File: config.mk
export PLATFORM = sky130hd
export DESIGN_NAME = can_int_filter_ctrl
export DESIGN_NICKNAME = d
export VERILOG_FILES = /design/src/rtl/can_filter_byte.v /design/src/rtl/can_int_filter_ctrl.v
export VERILOG_INCLUDE_DIRS = /design/src /design/src/rtl
export SDC_FILE = /design/constraint.sdc
export NUM_CORES = 1
export LEC_CHECK = 0
export ABC_AREA = 1
export BUFFER_PORTS_ARGS = -buffer_cell sky130_fd_sc_hd__buf_2
export CAP_MARGIN = 20
export CORE_ASPECT_RATIO = 1.75
export CORE_UTILIZATION = 41
export CTS_BUF_LIST = sky130_fd_sc_hd__clkbuf_16
export CTS_CLUSTER_SIZE = 30
export DETAILED_ROUTE_END_ITERATION = 7
export SETUP_SLACK_MARGIN = 0.1
export SLEW_MARGIN = 10
export SYNTH_ARGS = -nofsm -noshare
export SYNTH_HDL_FRONTEND = slang
export SYNTH_HIERARCHICAL = 1
export SYNTH_SLANG_ARGS = --single-unit
export TNS_END_PERCENT = 20
File: constraint.sdc
create_clock -name i_core_clk -period 2.3 [get_ports i_core_clk]
set_clock_uncertainty 0.1 [all_clocks]
set_input_delay 0 -clock i_core_clk [delete_from_list [all_inputs] [get_ports i_core_clk]]
set_output_delay 0 -clock i_core_clk [all_outputs]
set_load 0.1 [all_outputs]
File: src/rtl/can_ctrl_regs.vh
/*
 * register offsets, field positions, reset values and alias offsets for the
 * CAN interrupt and filter control slice. assumes byte addressing on the bus.
 */
`ifndef CAN_CTRL_REGS_VH
`define CAN_CTRL_REGS_VH

// base byte addresses
`define ADDR_CONTROL        8'h00
`define ADDR_INT            8'h20
`define ADDR_FILTER         8'hE0
// set/clear/invert alias offsets
`define ALIAS_BASE          2'h0
`define ALIAS_CLR           2'h1
`define ALIAS_SET           2'h2
`define ALIAS_INV           2'h3
// control register
`define CTRL_ON_BIT         15
// interrupt register layout
`define INT_ENABLE_MASK     32'hF80F0000
`define INT_FLAG_MASK       32'h0000F80F
`define INT_SYSERR_BIT      12
`define INT_RESET           32'h00000000
`define FILTER_RESET        32'h00000000
`define CTRL_RESET          32'h00000000
// filter byte layout
`define FLT_EN_BIT          7
`define FLT_MSEL_HI         6
`define FLT_MSEL_LO         5
`define FLT_FSEL_HI         4
`define FLT_FSEL_LO         0
`define FSEL_RESERVED_BIT   4

`endif

File: src/rtl/can_filter_byte.v
/*
 * one filter's control byte with its enable-gated update and decoded outputs.
 * assumes the parent supplies the value the byte would take after a write.
 */
`timescale 1ns/1ps
`include "can_ctrl_regs.vh"

module can_filter_byte (
  // clock and reset
  input  wire       i_core_clk,
  input  wire       i_reset_n,
  // update request
  input  wire       i_write,
  input  wire [7:0] i_new_byte,
  // state
  output reg  [7:0] o_byte_q,
  output reg  [3:0] o_mask_onehot_q,
  output reg        o_fifo_valid_q
);

  wire       cur_en  = o_byte_q[`FLT_EN_BIT];
  // fields change only while the filter is disabled; enable itself may always move
  wire [7:0] byte_d  = !i_write ? o_byte_q :
                       cur_en  ? {i_new_byte[`FLT_EN_BIT], o_byte_q[6:0]} : // RL9
                                 i_new_byte;

  always @(posedge i_core_clk or negedge i_reset_n) begin
    if (!i_reset_n) begin
      o_byte_q        <= 8'h00; // RL12
      o_mask_onehot_q <= 4'h0;
      o_fifo_valid_q  <= 1'b0;
    end else begin
      o_byte_q        <= byte_d;
      // mask code n picks acceptance mask n
      o_mask_onehot_q <= byte_d[`FLT_EN_BIT] ?
                         (4'h1 << byte_d[`FLT_MSEL_HI:`FLT_MSEL_LO]) : 4'h0; // RL6 RL5
      // codes 16 to 31 name no fifo
      o_fifo_valid_q  <= byte_d[`FLT_EN_BIT] & ~byte_d[`FSEL_RESERVED_BIT]; // RL7
    end
  end

endmodule // can_filter_byte

File: src/rtl/can_int_filter_ctrl.v
/*
 * interrupt enable/flag register, filter control for filters 8 to 11 and the
 * module on bit, as an avalon-mm slave with waitrequest.
 * assumes event inputs are single-cycle pulses on i_core_clk.
 */
// Decided for this implementation: the Avalon-MM register port and the register addresses.
// Summary of operation
// RL1: nine enable bits at 31..27 and 19..16 allow interrupt requests when set.
// RL2: matching event flags at 15..11 and 3..0 set when their event occurs.
// RL3: unused interrupt bits 26..20 and 10..4 read zero, writes ignored.
// RL4: software cannot clear system error flag; module off then on clears it.
// RL5: filter enable bits 31,23,15,7 include filters 11,10,9,8 in acceptance.
// RL6: two-bit mask select picks acceptance mask 0 to 3.
// RL7: five-bit fifo select picks fifo 0 to 15; 16 to 31 reserved.
// RL8: each filter owns a byte: enable, mask select, fifo select.
// RL9: filter fields change only while that filter is disabled.
// RL10: clear, set and invert aliases at offsets 0x4, 0x8, 0xC.
// RL11: interrupt asserts while any flag and its enable are both set.
// RL12: all implemented bits reset to zero.
`timescale 1ns/1ps
`include "can_ctrl_regs.vh"

module can_int_filter_ctrl (
  // clock and reset
  input  wire        i_core_clk,
  input  wire        i_reset_n,
  // avalon-mm slave
  input  wire [7:0]  i_avs_address,
  input  wire        i_avs_read,
  input  wire        i_avs_write,
  input  wire [31:0] i_avs_writedata,
  input  wire [3:0]  i_avs_byteenable,
  output reg  [31:0] o_avs_readdata,
  output reg         o_avs_waitrequest,
  // events from the protocol engine, one-cycle pulses
  input  wire        i_invalid_msg_event,
  input  wire        i_wakeup_event,
  input  wire        i_bus_error_event,
  input  wire        i_system_error_event,
  input  wire        i_rx_overflow_event,
  input  wire        i_mode_change_event,
  input  wire        i_timestamp_event,
  input  wire        i_rx_buffer_event,
  input  wire        i_tx_buffer_event,
  // state toward the protocol engine
  output reg         o_irq,
  output reg         o_module_on,
  output reg  [3:0]  o_filter_enable,
  output reg  [7:0]  o_filter_mask_select,
  output reg  [19:0] o_filter_fifo_select,
  output reg  [3:0]  o_filter_fifo_valid,
  output reg  [15:0] o_filter_mask_onehot
);

  // register state
  reg  [31:0] int_q;
  reg  [31:0] int_d;
  reg  [31:0] ctrl_q;
  reg  [31:0] ctrl_d;
  reg  [31:0] filt_new;
  wire [31:0] filt_q;
  // bus handshake
  reg         ack_q;
  reg  [31:0] rdata_d;
  wire [31:0] wmask;
  wire [1:0]  alias_sel;
  wire        is_ctrl;
  wire        is_int;
  wire        is_filt;
  wire        mapped;
  wire        wr_go;
  wire        ctrl_wr;
  wire        int_wr;
  wire        filt_wr;
  // events and interrupt request
  wire [31:0] ev_bits;
  reg         irq_d;
  wire        on_toggled_on;
  // filter slice state
  wire [15:0] onehot_w;
  wire [3:0]  fvalid_w;
  // interrupt register fields by name
  wire        invalid_msg_irq_enable;
  wire        wakeup_irq_enable;
  wire        bus_error_irq_enable;
  wire        system_error_irq_enable;
  wire        rx_overflow_irq_enable;
  wire        mode_change_irq_enable;
  wire        timestamp_irq_enable;
  wire        rx_buffer_irq_enable;
  wire        tx_buffer_irq_enable;
  wire        invalid_msg_flag;
  wire        wakeup_flag;
  wire        bus_error_flag;
  wire        system_error_flag;
  wire        rx_overflow_flag;
  wire        mode_change_flag;
  wire        timestamp_flag;
  wire        rx_buffer_flag;
  wire        tx_buffer_flag;

  // true when the upper address nibble selects the register at base
  function in_window;
    input [7:0] addr;
    input [7:0] base;
    begin
      in_window = (addr[7:4] == base[7:4]);
    end
  endfunction

  // one wait cycle per access, answer on the second edge
  assign wr_go     = i_avs_write & ack_q;
  assign alias_sel = i_avs_address[3:2];
  assign is_ctrl   = in_window(i_avs_address, `ADDR_CONTROL);
  assign is_int    = in_window(i_avs_address, `ADDR_INT);
  assign is_filt   = in_window(i_avs_address, `ADDR_FILTER);
  assign mapped    = (is_ctrl | is_int | is_filt) & (i_avs_address[1:0] == 2'b00);
  assign ctrl_wr   = wr_go & is_ctrl & mapped;
  assign int_wr    = wr_go & is_int & mapped;
  assign filt_wr   = wr_go & is_filt & mapped;
  assign wmask     = {{8{i_avs_byteenable[3]}}, {8{i_avs_byteenable[2]}},
                      {8{i_avs_byteenable[1]}}, {8{i_avs_byteenable[0]}}};

  // new value of a register after a base, clear, set or invert write
  function [31:0] apply_alias;
    input [31:0] cur;
    input [31:0] wd;
    input [31:0] m;
    input [1:0]  sel;
    begin
      case (sel)
        `ALIAS_BASE: apply_alias = (cur & ~m) | (wd & m);
        `ALIAS_CLR:  apply_alias = cur & ~(wd & m); // RL10
        `ALIAS_SET:  apply_alias = cur | (wd & m); // RL10
        default:     apply_alias = cur ^ (wd & m); // RL10
      endcase
    end
  endfunction

  assign ev_bits = {16'h0000,
                    i_invalid_msg_event, i_wakeup_event, i_bus_error_event,
                    i_system_error_event, i_rx_overflow_event, 7'h00,
                    i_mode_change_event, i_timestamp_event,
                    i_rx_buffer_event, i_tx_buffer_event}; // RL2

  // named views of the next interrupt value; the request follows them
  assign invalid_msg_irq_enable  = int_d[31]; // RL1
  assign wakeup_irq_enable       = int_d[30];
  assign bus_error_irq_enable    = int_d[29];
  assign system_error_irq_enable = int_d[28];
  assign rx_overflow_irq_enable  = int_d[27];
  assign mode_change_irq_enable  = int_d[19];
  assign timestamp_irq_enable    = int_d[18];
  assign rx_buffer_irq_enable    = int_d[17];
  assign tx_buffer_irq_enable    = int_d[16];
  assign invalid_msg_flag        = int_d[15]; // RL2
  assign wakeup_flag             = int_d[14];
  assign bus_error_flag          = int_d[13];
  assign system_error_flag       = int_d[12];
  assign rx_overflow_flag        = int_d[11];
  assign mode_change_flag        = int_d[3];
  assign timestamp_flag          = int_d[2];
  assign rx_buffer_flag          = int_d[1];
  assign tx_buffer_flag          = int_d[0];

  // each enable gates only its own flag
  always @* begin
    irq_d = 1'b0;
    irq_d = irq_d | (invalid_msg_irq_enable & invalid_msg_flag); // RL11
    irq_d = irq_d | (wakeup_irq_enable & wakeup_flag);
    irq_d = irq_d | (bus_error_irq_enable & bus_error_flag);
    irq_d = irq_d | (system_error_irq_enable & system_error_flag);
    irq_d = irq_d | (rx_overflow_irq_enable & rx_overflow_flag);
    irq_d = irq_d | (mode_change_irq_enable & mode_change_flag);
    irq_d = irq_d | (timestamp_irq_enable & timestamp_flag);
    irq_d = irq_d | (rx_buffer_irq_enable & rx_buffer_flag);
    irq_d = irq_d | (tx_buffer_irq_enable & tx_buffer_flag);
  end

  // module on bit
  always @* begin
    ctrl_d = ctrl_q;
    if (ctrl_wr) begin
      ctrl_d = apply_alias(ctrl_q, i_avs_writedata, wmask, alias_sel);
    end
    ctrl_d = ctrl_d & (32'h1 << `CTRL_ON_BIT);
  end

  // only the write that turns the module on clears the system error flag
  assign on_toggled_on = ctrl_d[`CTRL_ON_BIT] & ~ctrl_q[`CTRL_ON_BIT];

  // interrupt register: software write, then hardware set wins
  always @* begin
    int_d = int_q;
    if (int_wr) begin
      int_d = apply_alias(int_q, i_avs_writedata, wmask, alias_sel);
      int_d[`INT_SYSERR_BIT] = int_q[`INT_SYSERR_BIT]; // RL4
    end
    if (on_toggled_on) begin
      int_d[`INT_SYSERR_BIT] = 1'b0; // RL4
    end
    int_d = int_d | ev_bits;
    int_d = int_d & (`INT_ENABLE_MASK | `INT_FLAG_MASK); // RL3 RL1
  end

  // filter write image handed to each byte slice
  always @* begin
    filt_new = filt_q;
    if (filt_wr) begin
      filt_new = apply_alias(filt_q, i_avs_writedata, wmask, alias_sel);
    end
  end

  genvar g;
  generate
    for (g = 0; g < 4; g = g + 1) begin : g_filter
      can_filter_byte u_filter (
        .i_core_clk      (i_core_clk),
        .i_reset_n       (i_reset_n),
        .i_write         (filt_wr),
        .i_new_byte      (filt_new[8*g+7:8*g]), // RL8
        .o_byte_q        (filt_q[8*g+7:8*g]),
        .o_mask_onehot_q (onehot_w[4*g+3:4*g]),
        .o_fifo_valid_q  (fvalid_w[g])
      );
    end
  endgenerate

  // filter enables, filter 11 in the top bit
  function [3:0] pick_enables;
    input [31:0] f;
    integer n;
    begin
      pick_enables = 4'h0;
      for (n = 0; n < 4; n = n + 1) begin
        pick_enables[n] = f[8*n+`FLT_EN_BIT];
      end
    end
  endfunction

  // mask select codes, two bits per filter
  function [7:0] pick_mask_selects;
    input [31:0] f;
    integer n;
    begin
      pick_mask_selects = 8'h00;
      for (n = 0; n < 4; n = n + 1) begin
        pick_mask_selects[2*n+1 -: 2] = f[8*n+`FLT_MSEL_HI -: 2];
      end
    end
  endfunction

  // fifo select codes, five bits per filter
  function [19:0] pick_fifo_selects;
    input [31:0] f;
    integer n;
    begin
      pick_fifo_selects = 20'h00000;
      for (n = 0; n < 4; n = n + 1) begin
        pick_fifo_selects[5*n +: 5] = f[8*n+`FLT_FSEL_LO +: 5];
      end
    end
  endfunction

  // base registers read back; aliases and holes read zero
  always @* begin
    rdata_d = 32'h00000000;
    if (is_int) begin
      rdata_d = int_q; // RL3
    end else if (is_ctrl) begin
      rdata_d = ctrl_q;
    end else if (is_filt) begin
      rdata_d = filt_q;
    end
    if (!mapped || alias_sel != `ALIAS_BASE) begin
      rdata_d = 32'h00000000;
    end
  end

  // bus handshake: waitrequest low for the one cycle that answers
  always @(posedge i_core_clk or negedge i_reset_n) begin
    if (!i_reset_n) begin
      ack_q             <= 1'b0;
      o_avs_waitrequest <= 1'b1;
    end else begin
      ack_q             <= (i_avs_read | i_avs_write) & ~ack_q;
      o_avs_waitrequest <= ~((i_avs_read | i_avs_write) & ~ack_q);
    end
  end

  // read data captured at the edge that drops waitrequest, held until the next read
  always @(posedge i_core_clk or negedge i_reset_n) begin
    if (!i_reset_n) begin
      o_avs_readdata <= 32'h00000000;
    end else if (i_avs_read & ~ack_q) begin
      o_avs_readdata <= rdata_d;
    end
  end

  // interrupt enables and flags
  always @(posedge i_core_clk or negedge i_reset_n) begin
    if (!i_reset_n) begin
      int_q <= `INT_RESET; // RL12
    end else begin
      int_q <= int_d;
    end
  end

  // control register, only the on bit is kept
  always @(posedge i_core_clk or negedge i_reset_n) begin
    if (!i_reset_n) begin
      ctrl_q <= `CTRL_RESET;
    end else begin
      ctrl_q <= ctrl_d;
    end
  end

  // request follows the next flag state, so it stands with the flags
  always @(posedge i_core_clk or negedge i_reset_n) begin
    if (!i_reset_n) begin
      o_irq <= 1'b0;
    end else begin
      o_irq <= irq_d; // RL11
    end
  end

  // on bit follows the control register
  always @(posedge i_core_clk or negedge i_reset_n) begin
    if (!i_reset_n) begin
      o_module_on <= 1'b0;
    end else begin
      o_module_on <= ctrl_d[`CTRL_ON_BIT];
    end
  end

  // filter outputs lag the slices by one cycle, all in step
  always @(posedge i_core_clk or negedge i_reset_n) begin
    if (!i_reset_n) begin
      o_filter_enable      <= 4'h0;
      o_filter_mask_select <= 8'h00;
      o_filter_fifo_select <= 20'h00000;
      o_filter_fifo_valid  <= 4'h0;
      o_filter_mask_onehot <= 16'h0000;
    end else begin
      o_filter_enable      <= pick_enables(filt_q); // RL5
      o_filter_mask_select <= pick_mask_selects(filt_q); // RL6
      o_filter_fifo_select <= pick_fifo_selects(filt_q); // RL7
      o_filter_fifo_valid  <= fvalid_w;
      o_filter_mask_onehot <= onehot_w;
    end
  end

endmodule // can_int_filter_ctrl

==> run metrics <==
hold path depth 6; number of DRC markers in iteration 0 375; Most used DFF post-synth dfrtp_1; HPWL after DPL 16.73 mm; Seq pwr share 45.2%; power per standard cell area 608.1 mW/mm2; setup TNS 0 ns; vias in the first global route 7,136; non-filler cells, final 1,405; Worst Setup Path Type input port to flop; Post-DRT Antenna Nets 0; first-pass GRT wire length 37.83 mm; gr usage total 22.85%; Yosys cell types 33; Ys Warns 6; final critical-path required period 2.100 ns; die area 0.02128 mm2; Post-Route WL 23.49 mm; combinational fraction of design power 10.0%; CTS Buf Count 17; commonest cells after routing, fill and taps aside nand2_1 (256), dfrtp_1 (157), buf_2 (142); Max Slew Vio Count 0; worst skew pair latency 0.43 ns; H-tree levels 4; setup ws final 0.2003 ns; Finished Cell Area 0.01025 mm2; Mapped Area 0.008479 mm2; pre-CTS setup slack 0.2821 ns; Fin. Hold Viols 0; Fillers 1,912; vias per cell 5.230; Lkg Pwr 5.416 nW; Psw 1.709 mW; worst-path fanout max 3; placed cell count 1,357; Tcrit/Tclk final 91.29%; worst-margin pin slew 0.6125 ns; clock buffer depth 2; EDFF count, synth 0; Port Buffers 143; crit path DAT 2.31 ns; Switching Share 27.43%; CP required 2.51 ns; fin util 50.52%; Avg Inst Size Synth 8.609 um2; core area 0.02029 mm2; Sink Count 158; Max Freq 0.4763 GHz; drt pass-1 iters 6; status finished clean; Antenna Cells 0; relative slew slack 59.17%; flops & latches, synth 158; HP Class input port to flop; I/O pin count 144; initial antenna violation count 0; Net count, final 1,268; placed instance area 0.009503 mm2; commonest non-fill, non-tap cell in the layout nand2_1; Int Power 4.523 mW; R2R cell count 11; die outline height 192.2 um; grt total ovfl 0; FFs w/ async S/R, synth 100.0%; Syn-to-layout area delta 20.86%; Setup crit end kind flop; syn nets 1,109; Max-Cap Viols 0; worst vdd ir 0.0007103 V; critical path launch point type input port; Root Buffer clkbuf_16; largest net degree at the start of global routing 63; DRC 0; Final setup viols 0; via count 7,348; Post-CTS Setup Inserts 0; Starting Density 41.79%; Gate Count Post-Synth 985; per-cell routed wire length 16.72 um; register area share after synthesis 46.64%; clock-pin slew on the worst setup and hold paths 0.07 ns; CTS tree done; Clock power frac 44.7%; ratio of cells with drive above 1 in the final layout 23.34%; die width 110.7 um; GP Congestion 0.8732; RSZ-0062 raised after global routing true; # rows 69
-- repair_timing --
action | CTS | global route
resized for setup | 0 | 2
setup endpoints to repair | 0 | 4
hold endpoints to repair | 143 | 0
hold buffers | 16 | 0
-- cells in the mapped netlist (8+ instances only) --
| library cell | number | area share (%) |
|---|---|---|
| a21oi_1 | 33 | 1.9 |
| buf_2 | 22 | 1.3 |
| clkbuf_1 | 13 | 0.58 |
| dfrtp_1 | 157 | 46 |
| ha_1 | 67 | 9.9 |
| inv_1 | 77 | 3.4 |
| inv_2 | 9 | 0.40 |
| nand2_1 | 257 | 11 |
| nand2_2 | 11 | 0.81 |
| nand2_4 | 16 | 2.1 |
| nand3_1 | 38 | 2.2 |
| nand3_2 | 8 | 0.94 |
| nor2_1 | 84 | 3.7 |
| o21ai_0 | 82 | 4.8 |
| o221ai_1 | 10 | 1.0 |
| o22ai_1 | 60 | 4.4 |
-- final cells by class --
type                       count  area (um2)  area share, %
tap                          248       310.3          3.028
sequential                   158        3955          38.59
clock buffer                  17       425.4          4.151
inverter                      91       351.6          3.431
clock inverter                15       150.1          1.465
timing repair buffer         182        1105          10.78
multi-input combinational    694        3951          38.55
-- power by group through the flow --
stage | registers, mW | clock network (mW) | logic (mW)
3_5_place_dp | 2.87 | 0 | 0.606
3_3_place_gp | 2.87 | 0 | 0.600
2_1_floorplan | 2.91 | 0 | 0.310
6_report | 2.82 | 2.79 | 0.626
5_1_grt | 2.82 | 2.96 | 0.704
4_1_cts | 2.82 | 2.85 | 0.628
-- metal layers --
metal | wire [um] | global-route usage [%] | vias up
li1 | - | - | 3565
met1 | 9850 | 28.05 | 3516
met2 | 11700 | 38.34 | 209
met4 | 998 | 12.67 | 0
met3 | 937 | 3.597 | 58
met5 | 0 | 0 | -
-- path summary, 6_finish.rpt --
check	startpoint	end	slack, ns
max in group asynchronous	i_reset_n	int_q[1]	1.27
min in group asynchronous	i_reset_n	o_filter_mask_select[3]	0.02
max reg2reg	ack_q	g_filter[0].u_filter/o_mask_onehot_q[0]	0.28
min	i_avs_address[4]	int_q[19]	0.01
min reg2reg	g_filter[0].u_filter/o_mask_onehot_q[3]	o_filter_mask_onehot[3]	0.25
max	i_avs_address[1]	o_irq	0.20
-- worst max-delay path: stages --
cell and delay, ns:
dlygate4sd3_1 0.54, buf_2 0.13, nor2_1 0.18, dlygate4sd3_1 0.61, nand2_1 0.10, nor2_2 0.18, nand2_1 0.07, nor2_1 0.11
nor2_1 0.07, nand2_1 0.05, nand2_1 0.05, nor2_1 0.13, nand3_1 0.10
-- through the flow --
stage	power [mW]	hold WS, ns
final	6.232	0.01002
after global routing	6.483	0.04202
after CTS	6.296	0.004100
after detailed placement	3.476	-0.07422
after global placement	3.470	-0.07608
after floorplan	3.225	-0.3956
-- registers in the layout (all words and copies together) (netlist names) --
name,flops
o_filter_enable,4
int_q,18
o_filter_mask_select,8
o_avs_waitrequest,1
o_filter_fifo_valid,4
o_filter_fifo_select,20
o_irq,1
o_module_on,1
g_filter.u_filter/o_byte_q,32
g_filter.u_filter/o_fifo_valid_q,4
ack_q,1
o_avs_readdata,32
o_filter_mask_onehot,16
g_filter.u_filter/o_mask_onehot_q,16
-- logic make-up after synthesis --
| kind of cell | Yosys count | synth area share (%) |
|---|---|---|
| AOI/OAI and AO/OA | 197 | 13.38 |
| and+or+nand+nor | 430 | 23.18 |
| buffers and inverters | 133 | 6.906 |
| adders and majority gates | 67 | 9.886 |
| DFF | 158 | 46.64 |
No activity file was read; power rests on OpenSTA's default activity.
